### src/hw/empm_pkg.sv
// package: register map, field positions and carrier types of the external memory port mux
package empm_pkg;
    localparam logic [15:0] CFG_ADDR = 16'h0200;
    localparam logic [15:0] LOW_LATCH_ADDR = 16'h0201;
    localparam logic [15:0] HIGH_LATCH_ADDR = 16'h0202;
    localparam logic [15:0] AUX_SPACE_TOP = 16'h0200;
    localparam int LOW_SEL_BIT = 3;
    localparam int HIGH_SEL_BIT = 4;
    localparam logic [7:0] CFG_RESET = 8'h00;
    localparam logic [7:0] LOW_LATCH_RESET = 8'h00;
    localparam logic [7:0] HIGH_LATCH_RESET = 8'h00;

    // one external data move request from the core
    typedef struct packed {
        logic valid;
        logic write;
        logic [15:0] addr;
        logic [7:0] wdata;
    } empm_move_t;

    // core bus state for a code fetch or address phase
    typedef struct packed {
        logic fetch;
        logic [15:0] addr;
        logic addr_strobe;
    } empm_cycle_t;
endpackage : empm_pkg

### src/hw/empm_port_mux.sv
// top of the external memory port mux: registers, port selection and strobes
//
// What this block does
// - program source pin high fetches internal ROM; low fetches external memory.
// - low port select is config bit 3, high port select is bit 4.
// - low select clear gives general output; set gives address low byte.
// - high select clear gives general output; set gives address high byte.
// - registers need chip select bit, or in extended mode aux enabled and internal ROM.
// - config, low latch and high latch decode at 200h, 201h, 202h.
// - high select 0 drives latched value; 1 passes internal high address.
// - low select set latches low address byte on the address strobe.
// - internal ROM, low select 0 shows low latch, reset 00h, gated writes.
// - internal ROM, high select 0 shows high latch, reset 00h, gated writes.
// - external program memory: address on both ports, data port multiplexes low address and move data.
// - internal ROM: data port carries move data; ports follow own select.
// - strobes assert on every move, except below 200h with extended mode and aux off.
// - extended mode with aux off removes the three registers from the space.
// - data port holds no latch; data vanishes after the write cycle.
`timescale 1ns/1ps
module empm_port_mux (
    input wire logic i_ref_clk,
    input wire logic i_nrst,
    input wire logic i_program_source_select,
    input wire logic i_chip_select_port_bit,
    input wire logic i_extended_access_mode,
    input wire logic i_aux_ram_disable,
    input wire empm_pkg::empm_move_t i_move,
    input wire empm_pkg::empm_cycle_t i_cycle,
    input wire logic [7:0] i_muxed_data_port,
    output logic [7:0] o_rdata,
    output logic o_rdata_valid,
    output logic [7:0] o_low_address_port,
    output logic [7:0] o_high_address_port,
    output logic [7:0] o_muxed_data_port,
    output logic o_muxed_data_port_oe_n,
    output logic o_rd_n,
    output logic o_wr_n,
    output logic o_internal_rom
);
    logic src_meta;
    logic src_sync;
    logic low_sel;
    logic high_sel;
    logic [7:0] low_latch;
    logic [7:0] high_latch;
    logic [7:0] addr_low_hold;
    logic access_ok;
    logic hit_cfg;
    logic hit_low;
    logic hit_high;
    logic strobe_en;
    logic [7:0] cfg_view;
    logic [7:0] next_low_port;
    logic [7:0] next_high_port;
    logic [7:0] next_data_port;
    logic next_data_oe_n;
    logic [7:0] next_rdata;

    // ------------------------------
    // program source pin synchroniser
    // ------------------------------
    always_ff @(posedge i_ref_clk or negedge i_nrst)
    begin
        if (!i_nrst)
        begin
            src_meta <= 1'b1;
            src_sync <= 1'b1;
        end
        else
        begin
            src_meta <= i_program_source_select;
            src_sync <= src_meta;
        end
    end

    always_ff @(posedge i_ref_clk or negedge i_nrst)
    begin
        if (!i_nrst)
        begin
            o_internal_rom <= 1'b1;
        end
        else
        begin
            o_internal_rom <= src_sync;
        end
    end

    // ------------------------------
    // access decode
    // ------------------------------
    empm_reg_access u_access (
        .i_ref_clk(i_ref_clk),
        .i_nrst(i_nrst),
        .i_chip_select_port_bit(i_chip_select_port_bit),
        .i_extended_access_mode(i_extended_access_mode),
        .i_aux_ram_disable(i_aux_ram_disable),
        .i_internal_rom(src_sync),
        .i_move(i_move),
        .o_access_ok(access_ok),
        .o_hit_cfg(hit_cfg),
        .o_hit_low(hit_low),
        .o_hit_high(hit_high),
        .o_strobe_en(strobe_en)
    );

    // ------------------------------
    // configuration register
    // ------------------------------
    always_ff @(posedge i_ref_clk or negedge i_nrst)
    begin
        if (!i_nrst)
        begin
            low_sel <= empm_pkg::CFG_RESET[empm_pkg::LOW_SEL_BIT];
            high_sel <= empm_pkg::CFG_RESET[empm_pkg::HIGH_SEL_BIT];
        end
        else if (hit_cfg && i_move.write)
        begin
            low_sel <= i_move.wdata[empm_pkg::LOW_SEL_BIT];
            high_sel <= i_move.wdata[empm_pkg::HIGH_SEL_BIT];
        end
    end

    // ------------------------------
    // general purpose output latches
    // ------------------------------
    always_ff @(posedge i_ref_clk or negedge i_nrst)
    begin
        if (!i_nrst)
        begin
            low_latch <= empm_pkg::LOW_LATCH_RESET;
        end
        else if (hit_low && i_move.write)
        begin
            low_latch <= i_move.wdata;
        end
    end

    always_ff @(posedge i_ref_clk or negedge i_nrst)
    begin
        if (!i_nrst)
        begin
            high_latch <= empm_pkg::HIGH_LATCH_RESET;
        end
        else if (hit_high && i_move.write)
        begin
            high_latch <= i_move.wdata;
        end
    end

    // ------------------------------
    // low address hold on address strobe
    // ------------------------------
    always_ff @(posedge i_ref_clk or negedge i_nrst)
    begin
        if (!i_nrst)
        begin
            addr_low_hold <= 8'h00;
        end
        else if (i_cycle.addr_strobe)
        begin
            addr_low_hold <= i_cycle.addr[7:0];
        end
    end

    // ------------------------------
    // port selection
    // ------------------------------
    always_comb
    begin
        cfg_view = 8'h00;
        cfg_view[empm_pkg::LOW_SEL_BIT] = low_sel;
        cfg_view[empm_pkg::HIGH_SEL_BIT] = high_sel;
        next_rdata = 8'h00;
        if (hit_cfg)
        begin
            next_rdata = cfg_view;
        end
        else if (hit_low)
        begin
            next_rdata = low_latch;
        end
        else if (hit_high)
        begin
            next_rdata = high_latch;
        end
        else if (i_move.valid)
        begin
            next_rdata = i_muxed_data_port;
        end
        if (!src_sync || low_sel)
        begin
            next_low_port = i_cycle.addr_strobe ? i_cycle.addr[7:0] : addr_low_hold;
        end
        else
        begin
            next_low_port = low_latch;
        end
        if (!src_sync || high_sel)
        begin
            next_high_port = i_cycle.addr[15:8];
        end
        else
        begin
            next_high_port = high_latch;
        end
        next_data_port = 8'h00;
        next_data_oe_n = 1'b1;
        if (i_move.valid && i_move.write)
        begin
            next_data_port = i_move.wdata;
            next_data_oe_n = 1'b0;
        end
        else if (!src_sync && i_cycle.addr_strobe)
        begin
            next_data_port = i_cycle.addr[7:0];
            next_data_oe_n = 1'b0;
        end
    end

    // ------------------------------
    // output registers
    // ------------------------------
    always_ff @(posedge i_ref_clk or negedge i_nrst)
    begin
        if (!i_nrst)
        begin
            o_low_address_port <= empm_pkg::LOW_LATCH_RESET;
            o_high_address_port <= empm_pkg::HIGH_LATCH_RESET;
            o_muxed_data_port <= 8'h00;
            o_muxed_data_port_oe_n <= 1'b1;
        end
        else
        begin
            o_low_address_port <= next_low_port;
            o_high_address_port <= next_high_port;
            o_muxed_data_port <= next_data_port;
            o_muxed_data_port_oe_n <= next_data_oe_n;
        end
    end

    always_ff @(posedge i_ref_clk or negedge i_nrst)
    begin
        if (!i_nrst)
        begin
            o_rd_n <= 1'b1;
            o_wr_n <= 1'b1;
            o_rdata <= 8'h00;
            o_rdata_valid <= 1'b0;
        end
        else
        begin
            o_rd_n <= !(i_move.valid && !i_move.write && strobe_en);
            o_wr_n <= !(i_move.valid && i_move.write && strobe_en);
            o_rdata <= next_rdata;
            o_rdata_valid <= i_move.valid && !i_move.write;
        end
    end

    // ------------------------------
    // checks
    // ------------------------------
    low_gp_view_a: assert property (@(posedge i_ref_clk) disable iff (!i_nrst)
        (src_sync && !low_sel) |=> (o_low_address_port == $past(low_latch)))
        else $error("low port not showing its latch");
    high_gp_view_a: assert property (@(posedge i_ref_clk) disable iff (!i_nrst)
        (src_sync && !high_sel) |=> (o_high_address_port == $past(high_latch)))
        else $error("high port not showing its latch");
    high_addr_pass_a: assert property (@(posedge i_ref_clk) disable iff (!i_nrst)
        (!src_sync || high_sel) |=> (o_high_address_port == $past(i_cycle.addr[15:8])))
        else $error("high port not passing address");
    low_addr_hold_a: assert property (@(posedge i_ref_clk) disable iff (!i_nrst)
        (low_sel && src_sync && i_cycle.addr_strobe) ##1 (low_sel && src_sync
        && !i_cycle.addr_strobe) |=> (o_low_address_port == $past(i_cycle.addr[7:0], 2)))
        else $error("low address not held after strobe");
    low_write_a: assert property (@(posedge i_ref_clk) disable iff (!i_nrst)
        (hit_low && i_move.write) |=> (low_latch == $past(i_move.wdata)))
        else $error("low latch write lost");
    high_gate_a: assert property (@(posedge i_ref_clk) disable iff (!i_nrst)
        (!i_chip_select_port_bit && !i_extended_access_mode) |=> $stable(high_latch))
        else $error("high latch written without access");
    strobe_move_a: assert property (@(posedge i_ref_clk) disable iff (!i_nrst)
        (i_move.valid && i_move.write && !i_extended_access_mode) |=> !o_wr_n)
        else $error("write strobe missing");
    strobe_off_a: assert property (@(posedge i_ref_clk) disable iff (!i_nrst)
        (i_move.valid && i_extended_access_mode && i_aux_ram_disable
        && i_move.addr < empm_pkg::AUX_SPACE_TOP) |=> (o_rd_n && o_wr_n))
        else $error("strobe active below map with aux off");
    data_release_a: assert property (@(posedge i_ref_clk) disable iff (!i_nrst)
        (!i_move.valid && !(!src_sync && i_cycle.addr_strobe)) |=> o_muxed_data_port_oe_n)
        else $error("data port still driven after write");
    cfg_unused_a: assert property (@(posedge i_ref_clk) disable iff (!i_nrst)
        hit_cfg |=> ((o_rdata & 8'he7) == 8'h00))
        else $error("unused config bits read nonzero");
endmodule : empm_port_mux

### src/hw/empm_reg_access.sv
// register access gate and decoder of the external memory port mux
`timescale 1ns/1ps
module empm_reg_access (
    input wire logic i_ref_clk,
    input wire logic i_nrst,
    input wire logic i_chip_select_port_bit,
    input wire logic i_extended_access_mode,
    input wire logic i_aux_ram_disable,
    input wire logic i_internal_rom,
    input wire empm_pkg::empm_move_t i_move,
    output logic o_access_ok,
    output logic o_hit_cfg,
    output logic o_hit_low,
    output logic o_hit_high,
    output logic o_strobe_en
);
    logic in_map;
    // ------------------------------
    // access gate
    // ------------------------------
    always_comb
    begin
        if (!i_extended_access_mode)
        begin
            o_access_ok = i_chip_select_port_bit;
        end
        else
        begin
            o_access_ok = !i_aux_ram_disable && i_internal_rom;
        end
    end

    // ------------------------------
    // address decode
    // ------------------------------
    always_comb
    begin
        o_hit_cfg = 1'b0;
        o_hit_low = 1'b0;
        o_hit_high = 1'b0;
        if (i_move.addr == empm_pkg::CFG_ADDR)
        begin
            o_hit_cfg = i_move.valid && o_access_ok;
        end
        else if (i_move.addr == empm_pkg::LOW_LATCH_ADDR)
        begin
            o_hit_low = i_move.valid && o_access_ok;
        end
        else if (i_move.addr == empm_pkg::HIGH_LATCH_ADDR)
        begin
            o_hit_high = i_move.valid && o_access_ok;
        end
    end

    assign in_map = i_move.addr < empm_pkg::AUX_SPACE_TOP;
    // strobes suppressed below the map in extended mode when the aux space is disabled
    assign o_strobe_en = !(i_extended_access_mode && i_aux_ram_disable && in_map);

    gate_mode_a: assert property (@(posedge i_ref_clk) disable iff (!i_nrst)
        (!i_extended_access_mode && !i_chip_select_port_bit) |-> !o_access_ok)
        else $error("register access open without chip select");
    gate_ard_a: assert property (@(posedge i_ref_clk) disable iff (!i_nrst)
        (i_extended_access_mode && i_aux_ram_disable) |-> !(o_hit_cfg || o_hit_low || o_hit_high))
        else $error("register reached while aux space disabled");
endmodule : empm_reg_access

### config.mk
export PLATFORM = sky130hd
export DESIGN_NAME = empm_port_mux
export DESIGN_NICKNAME = d
export VERILOG_FILES = /design/src/hw/empm_pkg.sv /design/src/hw/empm_port_mux.sv /design/src/hw/empm_reg_access.sv
export SDC_FILE = /design/constraint.sdc
export NUM_CORES = 1
export LEC_CHECK = 0
export ABC_AREA = 1
export BUFFER_PORTS_ARGS = -buffer_cell sky130_fd_sc_hd__buf_2
export CAP_MARGIN = 20
export CORE_MARGIN = 1.5
export CORE_UTILIZATION = 35
export DETAILED_ROUTE_END_ITERATION = 10
export GPL_TIMING_DRIVEN = 0
export PLACE_DENSITY = 0.59
export SLEW_MARGIN = 15
export SYNTH_ARGS = -nofsm -noshare
export SYNTH_HDL_FRONTEND = slang
export SYNTH_SLANG_ARGS = --single-unit
### constraint.sdc
create_clock -name i_ref_clk -period 4.3 [get_ports i_ref_clk]
set_clock_uncertainty 0.05 [all_clocks]
set_input_delay 0.645 -clock i_ref_clk [delete_from_list [all_inputs] [get_ports i_ref_clk]]
set_output_delay 0.645 -clock i_ref_clk [all_outputs]
set_load 0.03 [all_outputs]
# After elaboration in Yosys (flattened, before gate mapping)
# Cells that the tools add are included.
[totals]
out_inout_bits = 37
wordCells = 58
regBits = 65
[op_classes]
eq_ne = 3
mux = 18
order_cmp = 1
n_reduce_logical = 20
[op_table]
columns = ["op", "count"]
rows = [
  ["2-to-1 mux 8 bit", 9],
  ["== test 16 x 10 -> 1 bit, second input constant", 3],
  ["less-than comparator 16 x 10 -> 1 bit, second input constant", 1],
  ["logical AND 1 bit", 12],
  ["2-to-1 mux 1 bit", 9],
  ["zero test 1 bit", 6],
  ["logical OR 1 bit", 2],
]

# Logic depth before layout (Yosys ltp)
# Gate-level depths: netlist (run 1).
[logic_depth]
ltp_word = 10
ltp_mapped = 10
depth_no_buf = 10

# Cells and area by module
# From an unflattened synthesis (run 1), not the netlist that was laid out.
[hier_totals]
hier_cells = 292
area_unflattened_um2 = 2760.1
[by_module_without_submodules]
columns = ["mod", "instances", "seq_area_each_um2", "area_each_um2", "cells_per_inst"]
rows = [
  ["empm_port_mux", 1, 1634.1, 2587.5, 255],
  ["empm_reg_access", 1, 0.0, 172.7, 37],
]

# Worst setup path before layout (run 1)
# OpenSTA, ideal clock, no wires.
[synth_timing]
path_type = "input to register"
from = "input port i_move[21] (netlist name)"
to = "register high_latch[5]"
path_buffers = 1
path_stages = 9
slack_ns = 2.608
setup_time_ns = 0.119
arrival_time_ns = 1.522
cell_sequence = "nor2_1 > nand2_2 > inv_2 > nand2_4 > nor2_8 > nand3_4 > buf_6 > nand2_1 > o21ai_2"
[synth_via]
elab_chain_cells = 5
elab_cells_between_ends = 7
cone_classes = "eq/ne: 3; mux: 3; reduce/logical: 1"
[synth_lines]
columns = ["element", "line", "text"]
rows = [
  ["start, declared", "empm_port_mux.sv:27", "input wire empm_pkg::empm_move_t i_move,"],
  ["== test 16 x 10 -> 1 bit", "empm_reg_access.sv:49", "else if (i_move.addr == empm_pkg::HIGH_LATCH_ADDR)"],
  ["2-to-1 mux 1 bit", "empm_reg_access.sv:49", ""],
  ["2-to-1 mux 1 bit", "empm_reg_access.sv:45", "else if (i_move.addr == empm_pkg::LOW_LATCH_ADDR)"],
  ["2-to-1 mux 1 bit *", "empm_reg_access.sv:41", "if (i_move.addr == empm_pkg::CFG_ADDR)"],
  ["logical AND 1 bit *", "empm_port_mux.sv:144", "else if (hit_high && i_move.write)"],
  ["end signal, assigned", "empm_port_mux.sv:142", "high_latch <= empm_pkg::HIGH_LATCH_RESET;"],
  ["end signal, assigned", "empm_port_mux.sv:146", "high_latch <= i_move.wdata;"],
  ["end, declared", "empm_port_mux.sv:45", "logic [7:0] high_latch;"],
]
# Mark *: on every way between the ends. The rest lies on a longest branch, timed or not.
# A chain may end at the register's enable or synchronous reset.

# Worst setup path after layout (run 1)
[layout_timing]
from = "register o_muxed_data_port_oe_n"
to = "output port o_muxed_data_port_oe_n"
[layout_lines]
columns = ["element", "line", "text"]
rows = [
  ["start, declared", "empm_port_mux.sv:35", "output logic o_muxed_data_port_oe_n,"],
  ["start signal, assigned", "empm_port_mux.sv:237", "o_muxed_data_port_oe_n <= next_data_oe_n;"],
]
# No word-level cell between the ends.

==> results of run 1 <==
synth_stat cells:
master,number
or2_2,1
o22ai_1,8
inv_4,2
nor2_8,2
nand2_4,2
o21ai_0,2
nand2_2,9
nand2_1,68
o21ai_2,16
mux2_2,7
nand3_1,23
inv_1,28
inv_6,1
o21ai_1,2
clkinv_1,1
clkbuf_1,1
dfrtp_1,59
nor3_1,1
nand3_4,5
buf_6,3
nor2_4,4
a21oi_1,1
dfstp_2,6
buf_2,2
inv_2,4
a31oi_1,7
nor2_2,4
nor2_1,38
registers in the layout (all words and copies together) (netlist names), 8 cells and up:
register / count
o_rdata: 8
o_high_address_port: 8
o_low_address_port: 8
high_latch: 8
addr_low_hold: 8
o_muxed_data_port: 8
low_latch: 8
final cells by class:
| cell class | count | share of cell area |
|---|---|---|
| flip-flops and latches | 65 | 0.429 |
| multi-input cells | 200 | 0.299 |
| repair buffers | 92 | 0.127 |
| inverters | 36 | 0.0381 |
| clock buffers | 10 | 0.0361 |
| well taps | 105 | 0.0345 |
| clock inverters | 6 | 0.0236 |
| plain buffers | 6 | 0.0125 |
metal layers:
layer | vias up | part of all wire
met3 | 7 | 0.058
met2 | 66 | 0.46
met1 | 1039 | 0.47
met5 | - | 0
met4 | 0 | 0.014
li1 | 1192 | -
worst paths after layout:
path | startpoint | to | slack [ps] | cells after the start
setup reg to reg | src_sync | low_latch[6] | 2700 | 8
hold reg to reg | src_meta | src_sync | 310 | 0
min in group i_ref_clk | src_meta | src_sync | 310 | 0
max in group asynchronous | i_nrst | o_muxed_data_port_oe_n | 3620 | 2
setup / recovery | o_muxed_data_port_oe_n | o_muxed_data_port_oe_n | 2550 | 1
hold / removal | i_nrst | o_rdata_valid | 60 | 1
metrics by stage:
| stage | setup WS [ps] | power, mW |
|---|---|---|
| final | 2550 | 1.42 |
| after global routing | 2520 | 1.48 |
| after CTS | 2530 | 1.43 |
| after detailed placement | 2390 | 0.845 |
| after global placement | 2300 | 0.838 |
| after floorplan | 2610 | 0.765 |
logic make-up (layout without fill, tap and decap cells):
family,after synthesis,count (layout)
AOI/OAI and AO/OA,36,36
and+or+nand+nor,157,157
DFF,65,65
buffers and inverters,42,150
muxes,7,7
power breakdown:
| part | leakage [nW] | switching, mW | internal [mW] | total (mW) |
|---|---|---|---|---|
| Combinational | 1.10 | 0.121 | 0.0595 | 0.180 |
| Clock | 0.113 | 0.242 | 0.344 | 0.586 |
| Sequential | 0.836 | 0.00794 | 0.641 | 0.649 |
| Total | 2.05 | 0.370 | 1.04 | 1.42 |
==> reports/results.ini, run 1 <==
[run_status]
outcome=complete, no violations

[sta]
worst_pin_slew_ps=452
drv_slew=0
fmax_mhz=571
hold_viol=0
slew-limit-headroom=0.699
fin_crit_ps=1750
finalSetupTns_ps=0
grt_setup_unrepaired=no
fin_crit_sh=0.407
holdWs_ps=57.3
setup_violations=0

[grt]
grt.total_usage=0.160
grt_max_degree=60
overflow=0
grt-busiest-layer=met2
met3_usage=0.0486
use_met2=0.242
grt_first_pass_wirelength_um=11000
antenna_found_initial=0
grt_use_met1=0.215
grt_pass1_vias=2314

[synthesis]
synthXorXnorAreaFrac=0
synth_top_area_share=0.498
ys_seq_elements=65
yosysSeqAreaShare=0.551
synth_area_leader_cell=dfrtp_1
synth_compound_area_frac=0.0873
synth-simple-area-share=0.270
syn_inst=307
synth_adder_area_share=0
synth_top_family_by_area=simple AND/OR/NAND/NOR gates
yosysWarningCount=0
synthesis.nets=365
ys_top_cells_by_area=dfrtp_1, nand2_1, dfstp_2
syn_avg_cell_area_um2=9.66
syn-cell-area_um2=2970
synth_cell_types=28
synth_mux_area_frac=0.0266

[finish]
final_common_cell=buf_2
instances_no_fill=520
layout-drive-gt1-share=0.424
seq_area_um2=1630
fillers=810
fin_nets=468
final_util=0.464
multi_input_area_um2=1140
syn2layout_area_growth_pct=28.5
n_antenna_cell=0
final_cell_mix=buf_2, nand2_1, dfrtp_1
fin_area_um2=3810

[flow_run]
max-cap-violations=0

[pwr]
irDropWorstVdd_mv=0.156
power_density_nw_per_um2=371
p_leak_nw=2.05

[clock_tree]
cts_max_level=3
clk_latency_ps=340
clk_path_buf_depth=2
cts_setup_buffers=0
cts_hold_buffers=0
cts_resized=0
cts_tree=done
cts-root-buf=clkbuf_8
clk_pin_slew_ps=80
cts_sinks=65
cts_buffers=9

[setup_path]
worstPathRequired_ps=3610
slowest_delay_ps=530
crit_path_end_kind=primary output
cp_slowest_cell=dfstp_2
crit_arrival_ps=1050
crit_path_start_kind=register
path_max_fanout=1
crit_family=flip-flops
worstPathCellList=buf_2
path_buf_inv=1
crit_type=reg -> out

[route]
postRouteAntennaNets=0
drtIter0Drc=120
routed_wl_um=6610
vias=2304
post_drt_wl_per_cell_um=12.7
drc_errors=0
drt-pass1-iter-count=4
routed_via_density=4.43

[die]
initial_utilization=0.361
die_h_um=95.0
dieWidth_um=95.0
die-area_um2=9030
pin_count=95
fp.coreArea_um2=8220
row_count=33

[place]
port_buffers=91
gp_congestion=0.767
dp_hpwl_um=5090
dpl-instance-area_um2=3580
dp_cells=504

[hold_path]
min_path_type=in -> async

Note: power is estimated with default switching activity, not from simulation.
==> inputs of run 2 (changes only) <==
clock period = 1.8 ns   (was 4.3 ns; I/O delays follow)
==> run 2 against run 1 <==
  * Worst setup slack worse by 2400 ps
  * Total power is 140% higher
  * Via count rose by 0.48%
  * Register-to-register slack worse by 2500 ps
  * Combinational power is 140% higher
  * Critical endpoint is now low_latch[6]
  * Clock power is 140% higher
  * Count of clock-buffer cells in the layout unchanged
  * Wire length grew 0.48%
  * Sequential power grew 140%
  * Global-route usage about the same
  * Non-clock buffer count is 2 higher
  * Hold slack better by 39 ps
==> reports/results.ini, run 2 (synthesis gave the netlist of run 1 again) <==
[sta]
fin_crit_ps=1600
hold_viol=0  ; unchanged
slew-limit-headroom=0.703  ; was 0.699
finalSetupTns_ps=0  ; unchanged
fmax_mhz=623
drv_slew=0  ; unchanged
fin_crit_sh=0.891
setup_violations=0  ; unchanged
worst_pin_slew_ps=445  ; was 452 ps
grt_setup_unrepaired=no  ; unchanged

[place]
port_buffers=91  ; unchanged
dp_hpwl_um=5090  ; unchanged
gp_congestion=0.767  ; unchanged
dpl-instance-area_um2=3580  ; unchanged

[setup_path]
rr_startpoint=src_sync  ; unchanged
worstPathCellList=nand2_1 > nand2_1 > nand2_4 > nor2_4 > nand3_4 > buf_6 > nand2_2 > o21ai_2  ; was buf_2
reg2reg_slack_ps=200  ; was 2700 ps
crit_arrival_ps=1790  ; was 1050 ps
slowest_delay_ps=600  ; was 530 ps
reg2reg_depth=8  ; unchanged
crit_path_end_kind=register  ; was primary output
worstPathRequired_ps=1980  ; was 3610 ps
cp_slowest_cell=dfstp_2  ; unchanged
r2r-end=low_latch[6]  ; unchanged
path_max_fanout=10  ; was 1
critPathMostFrequentCell=nand2_1
crit_path_start_kind=register  ; unchanged
crit_type=reg -> reg  ; was reg -> out

[pwr]
power_density_nw_per_um2=885  ; was 371 nW/um^2
p_leak_nw=2.06  ; was 2.05 nW
irDropWorstVdd_mv=0.377  ; was 0.156 mV

[hold_path]
min_from=i_cycle[12]
whs_path_depth=3
worstHoldEndpoint=o_high_address_port[3]
min_path_type=in -> reg  ; was in -> async

[die]
dieWidth_um=95.0  ; unchanged
fp.coreArea_um2=8220  ; unchanged
initial_utilization=0.361  ; unchanged
pin_count=95  ; unchanged
row_count=33  ; unchanged
die-area_um2=9030  ; unchanged
die_h_um=95.0  ; unchanged

[grt]
grt.total_usage=0.161  ; was 0.160
grt_max_degree=60  ; unchanged
antenna_found_initial=0  ; unchanged
grt_pass1_vias=2315  ; was 2,314
grt_use_met1=0.215  ; about the same
met3_usage=0.0486  ; unchanged
overflow=0  ; unchanged
use_met2=0.242  ; unchanged
grt-busiest-layer=met2  ; unchanged
grt_first_pass_wirelength_um=11000  ; about the same

[clock_tree]
cts_resized=0  ; unchanged
cts_tree=done  ; unchanged
cts_buffers=9  ; unchanged
cts_hold_buffers=2  ; was 0
clk_pin_slew_ps=80  ; about the same
cts-root-buf=clkbuf_8  ; unchanged
clk_path_buf_depth=2  ; unchanged
cts_sinks=65  ; unchanged
cts_setup_buffers=0  ; unchanged
cts_max_level=3  ; unchanged
clk_latency_ps=340  ; about the same

[run_status]
outcome=complete, no violations  ; unchanged

[flow_run]
max-cap-violations=0  ; unchanged

[finish]
syn2layout_area_growth_pct=29.2  ; was 28.5%
layout-drive-gt1-share=0.422  ; was 0.424
fin_nets=470  ; was 468
n_antenna_cell=0  ; unchanged
final_common_cell=buf_2  ; unchanged
final_cell_mix=buf_2, nand2_1, dfrtp_1  ; unchanged
fin_area_um2=3830  ; was 3810 um^2

[route]
vias=2315  ; was 2,304
drc_errors=0  ; unchanged
postRouteAntennaNets=0  ; unchanged
drtIter0Drc=110  ; was 120
post_drt_wl_per_cell_um=12.7  ; about the same
routed_via_density=4.43  ; about the same
drt-pass1-iter-count=4  ; unchanged
routed_wl_um=6640  ; was 6610 um

run 2: cell types whose count changed in the layout (fill, tap and decap cells not counted):
cell and change:
dlygate4sd3_1 +2
run 2: final cells by class:
cell class                      instances  area, um^2
Buffer                                  6        47.5
Clock buffer                           10         138
Clock inverter                          6        90.1
Fill cell                             813        4390
Inverter                               36         145
Multi-Input combinational cell        200        1140
Sequential cell                        65        1630
Tap cell                              105         131
Timing Repair Buffer                   94         505
run 2: power breakdown:
group / internal [mW] / switching (mW) / total [mW]
sequential: 1.53 / 0.0189 / 1.55
combinational: 0.145 / 0.289 / 0.434
clock: 0.822 / 0.581 / 1.40
total: 2.50 / 0.889 / 3.39
run 2: how the worst max path moves through the flow:
stage / from / endpoint / cells past startpoint
global route: src_sync / o_rdata[7] / 9
CTS: src_sync / low_latch[6] / 8
finish: src_sync / low_latch[6] / 8
floorplan: src_sync / low_latch[5] / 8
global placement: i_nrst / o_rdata[5] / 1
detailed placement: src_sync / low_latch[6] / 8
run 2: stage by stage:
step / hold WS (ps) / setup slack [ps] / util / cells / power, mW
floorplan: -75.6 / 350 / - / 307 / 1.83
global placement: 296 / 175 / 0.432 / 503 / 2.00
detailed placement: 48.9 / 185 / 0.436 / 504 / 2.02
CTS: 82.5 / 177 / 0.466 / 522 / 3.43
global route: 94.2 / 81.4 / 0.466 / 522 / 3.54
finish: 96.5 / 196 / 0.466 / 522 / 3.39
run 2: per-layer routing:
layer	vias to the layer above	routed length [um]
li1	1197	-
met1	1043	3110
met2	68	3030
met3	7	404
met4	0	94
met5	-	0
run 2: critical path, delay by kind of cell, from the launching register on:
kind	cells	cell delay, ps
flops	1	600
buf+inv	1	180
simple gates	6	620
compound gates	1	50
==> inputs of run 3 (changes only) <==
CELL_PAD_IN_SITES_DETAIL_PLACEMENT = 0   (was unset)
CELL_PAD_IN_SITES_GLOBAL_PLACEMENT = 1   (was unset)
PLACE_DENSITY = 0.74   (was 0.59)
==> run 3 against run 2 <==
  * Hold slack lost 5.0 ps
  * Global-route usage shrank 0.53 points
  * Maximum frequency grew 0.88%
  * Sequential power is essentially flat
  * Worst setup slack gained 14 ps
  * Final cell count is the same
  * Count of clock-buffer cells in the layout shrank 1
  * Die area is the same
  * Combinational power is essentially flat
  * Critical path depth is the same
==> reports/results.ini, run 3 (synthesis gave the netlist of run 1 again) <==
[grt]
grt_first_pass_wirelength_um=10700  ; was 11,000 um
overflow=0  ; unchanged
grt_pass1_vias=2225  ; was 2,315
grt_max_degree=55  ; was 60
met3_usage=0.0423  ; was 0.0486
grt-busiest-layer=met2  ; unchanged
grt_use_met1=0.213  ; was 0.215
grt.total_usage=0.155  ; was 0.161
use_met2=0.238  ; was 0.242
antenna_found_initial=0  ; unchanged

[pwr]
pwr-share-seq=0.465  ; was 0.458
combPwrFrac=0.130  ; was 0.128
p_leak_nw=2.05  ; was 2.06 nW
p_switching_uw=878  ; was 889 uW
power_density_nw_per_um2=873  ; was 885 nW/um^2
sw_frac_of_total=0.263  ; was 0.262
irDropWorstVdd_mv=0.357  ; was 0.377 mV
cellInternalPower_mw=2.46  ; was 2.50 mW
clkPwrFrac=0.405  ; was 0.414

[clock_tree]
cts_sinks=65  ; unchanged
cts_resized=0  ; unchanged
cts_buffers=9  ; unchanged
cts_max_level=3  ; unchanged
cts-root-buf=clkbuf_8  ; unchanged
clk_path_buf_depth=2  ; unchanged
cts_tree=done  ; unchanged
clk_latency_ps=340  ; about the same
clk_pin_slew_ps=70  ; was 80 ps

[setup_path]
worstPathCellList=nand2_1 > nand2_1 > nand2_4 > nor2_4 > nand3_4 > buf_6 > nand2_2 > o21ai_2  ; unchanged
path_max_fanout=10  ; unchanged
crit_type=reg -> reg  ; unchanged
crit_path_end_kind=register  ; unchanged
cp_slowest_cell=dfstp_2  ; unchanged
reg2reg_slack_ps=210  ; was 200 ps
worstPathRequired_ps=1990  ; was 1980 ps
crit_path_start_kind=register  ; unchanged
reg2reg_depth=8  ; unchanged
r2r-end=low_latch[6]  ; unchanged
critPathMostFrequentCell=nand2_1  ; unchanged
path_buf_inv=1  ; unchanged
rr_startpoint=src_sync  ; unchanged
crit_arrival_ps=1780  ; was 1790 ps
crit_family=simple AND/OR/NAND/NOR gates  ; unchanged
slowest_delay_ps=590  ; was 600 ps

[route]
drt-pass1-iter-count=4  ; unchanged
postRouteAntennaNets=0  ; unchanged
routed_wl_um=6520  ; was 6640 um
routed_via_density=4.43  ; about the same
post_drt_wl_per_cell_um=12.5  ; was 12.7 um
vias=2311  ; was 2,315
drc_errors=0  ; unchanged
drtIter0Drc=75  ; was 110

[hold_path]
whs_path_depth=3  ; unchanged
worstHoldEndpoint=o_high_address_port[3]  ; unchanged
min_path_type=in -> reg  ; unchanged
min_from=i_cycle[12]  ; unchanged

[flow_run]
max-cap-violations=0  ; unchanged

[sta]
fin_crit_ps=1590  ; was 1600 ps
hold_viol=0  ; unchanged
finalSetupTns_ps=0  ; unchanged
setup_violations=0  ; unchanged
fin_crit_sh=0.883  ; was 0.891
worst_pin_slew_ps=434  ; was 445 ps
fmax_mhz=629  ; was 623 MHz
slew-limit-headroom=0.710  ; was 0.703
grt_setup_unrepaired=no  ; unchanged
drv_slew=0  ; unchanged

[place]
port_buffers=91  ; unchanged
gp_congestion=0.747  ; was 0.767
dp_cells=504  ; unchanged
dpl-instance-area_um2=3580  ; unchanged
dp_hpwl_um=5020  ; was 5090 um

[die]
initial_utilization=0.361  ; unchanged
pin_count=95  ; unchanged
dieWidth_um=95.0  ; unchanged
row_count=33  ; unchanged
fp.coreArea_um2=8220  ; unchanged
die_h_um=95.0  ; unchanged
die-area_um2=9030  ; unchanged

[finish]
final_cell_mix=buf_2, nand2_1, dfrtp_1  ; unchanged
layout-drive-gt1-share=0.422  ; unchanged
fin_area_um2=3820  ; was 3830 um^2
instances_no_fill=522  ; unchanged
fillers=833  ; was 813
fin_nets=470  ; unchanged
syn2layout_area_growth_pct=28.8  ; was 29.2%
n_antenna_cell=0  ; unchanged
final_common_cell=buf_2  ; unchanged
seq_area_um2=1630  ; unchanged
multi_input_area_um2=1140  ; unchanged

[run_status]
outcome=complete, no violations  ; unchanged

==> run 3: cell types whose count changed in the layout (fill, tap and decap cells not counted), sizes merged <==
| cell | previous run | this run |
|---|---|---|
| clkbuf | 11 | 10 |
| clkinvlp | 1 | 2 |
==> run 3: per-stage QoR <==
stage               hold WS [ps]  power, mW  setup slack [ps]   util
finish                      91.5       3.33               210  0.465
global placement             296       2.00               176  0.432
global route                85.5       3.51              88.4  0.465
floorplan                  -75.6       1.83               350      -
detailed placement          79.4       2.02               198  0.436
CTS                         76.9       3.39               186  0.465
==> run 3: worst reg2reg max path: stages, from the launching register on <==
cell     delay [ps]
dfstp_2         590
nand2_1          70
nand2_1          90
nand2_4          80
nor2_4          180
nand3_4         140
buf_6           180
nand2_2          60
o21ai_2          50
==> run 3: per-layer routing <==
| metal | wire length [um] | vias to the layer above | part of all wire |
|---|---|---|---|
| li1 | - | 1184 | - |
| met1 | 3140 | 1060 | 0.48 |
| met2 | 2980 | 58 | 0.46 |
| met3 | 308 | 9 | 0.047 |
| met4 | 94 | 0 | 0.014 |
| met5 | 0 | - | 0 |
==> run 3: final cells by class <==
type	instances	share of cell area
Tap cell	105	0.0344
Multi-Input combinational cell	200	0.298
Inverter	36	0.0380
Buffer	6	0.0124
Clock inverter	7	0.0246
Timing Repair Buffer	94	0.132
Sequential cell	65	0.428
Clock buffer	9	0.0324
==> run 3: timing repair <==
item / 4_1_cts / 5_1_grt
buffers inserted: 0 / 0
hold buffers: 2 / 0
endpoints found under the hold margin: 39 / 0
==> run 3: worst max-delay path by stage <==
stage	from	endpoint	depth (start not counted)
4_1_cts	src_sync	low_latch[6]	8
6_report	src_sync	low_latch[6]	8
2_1_floorplan	src_sync	low_latch[5]	8
3_3_place_gp	i_nrst	o_muxed_data_port[4]	1
5_1_grt	src_sync	o_rdata[0]	9
3_5_place_dp	src_sync	low_latch[6]	8
==> run 3: power groups by stage <==
stage                     clock network [mW]  logic, mW  registers, mW
after floorplan                            0      0.146           1.68
after global placement                     0      0.423           1.58
after detailed placement                   0      0.437           1.58
after CTS                               1.40      0.442           1.55
after global routing                    1.47      0.477           1.56
final                                   1.35      0.433           1.55
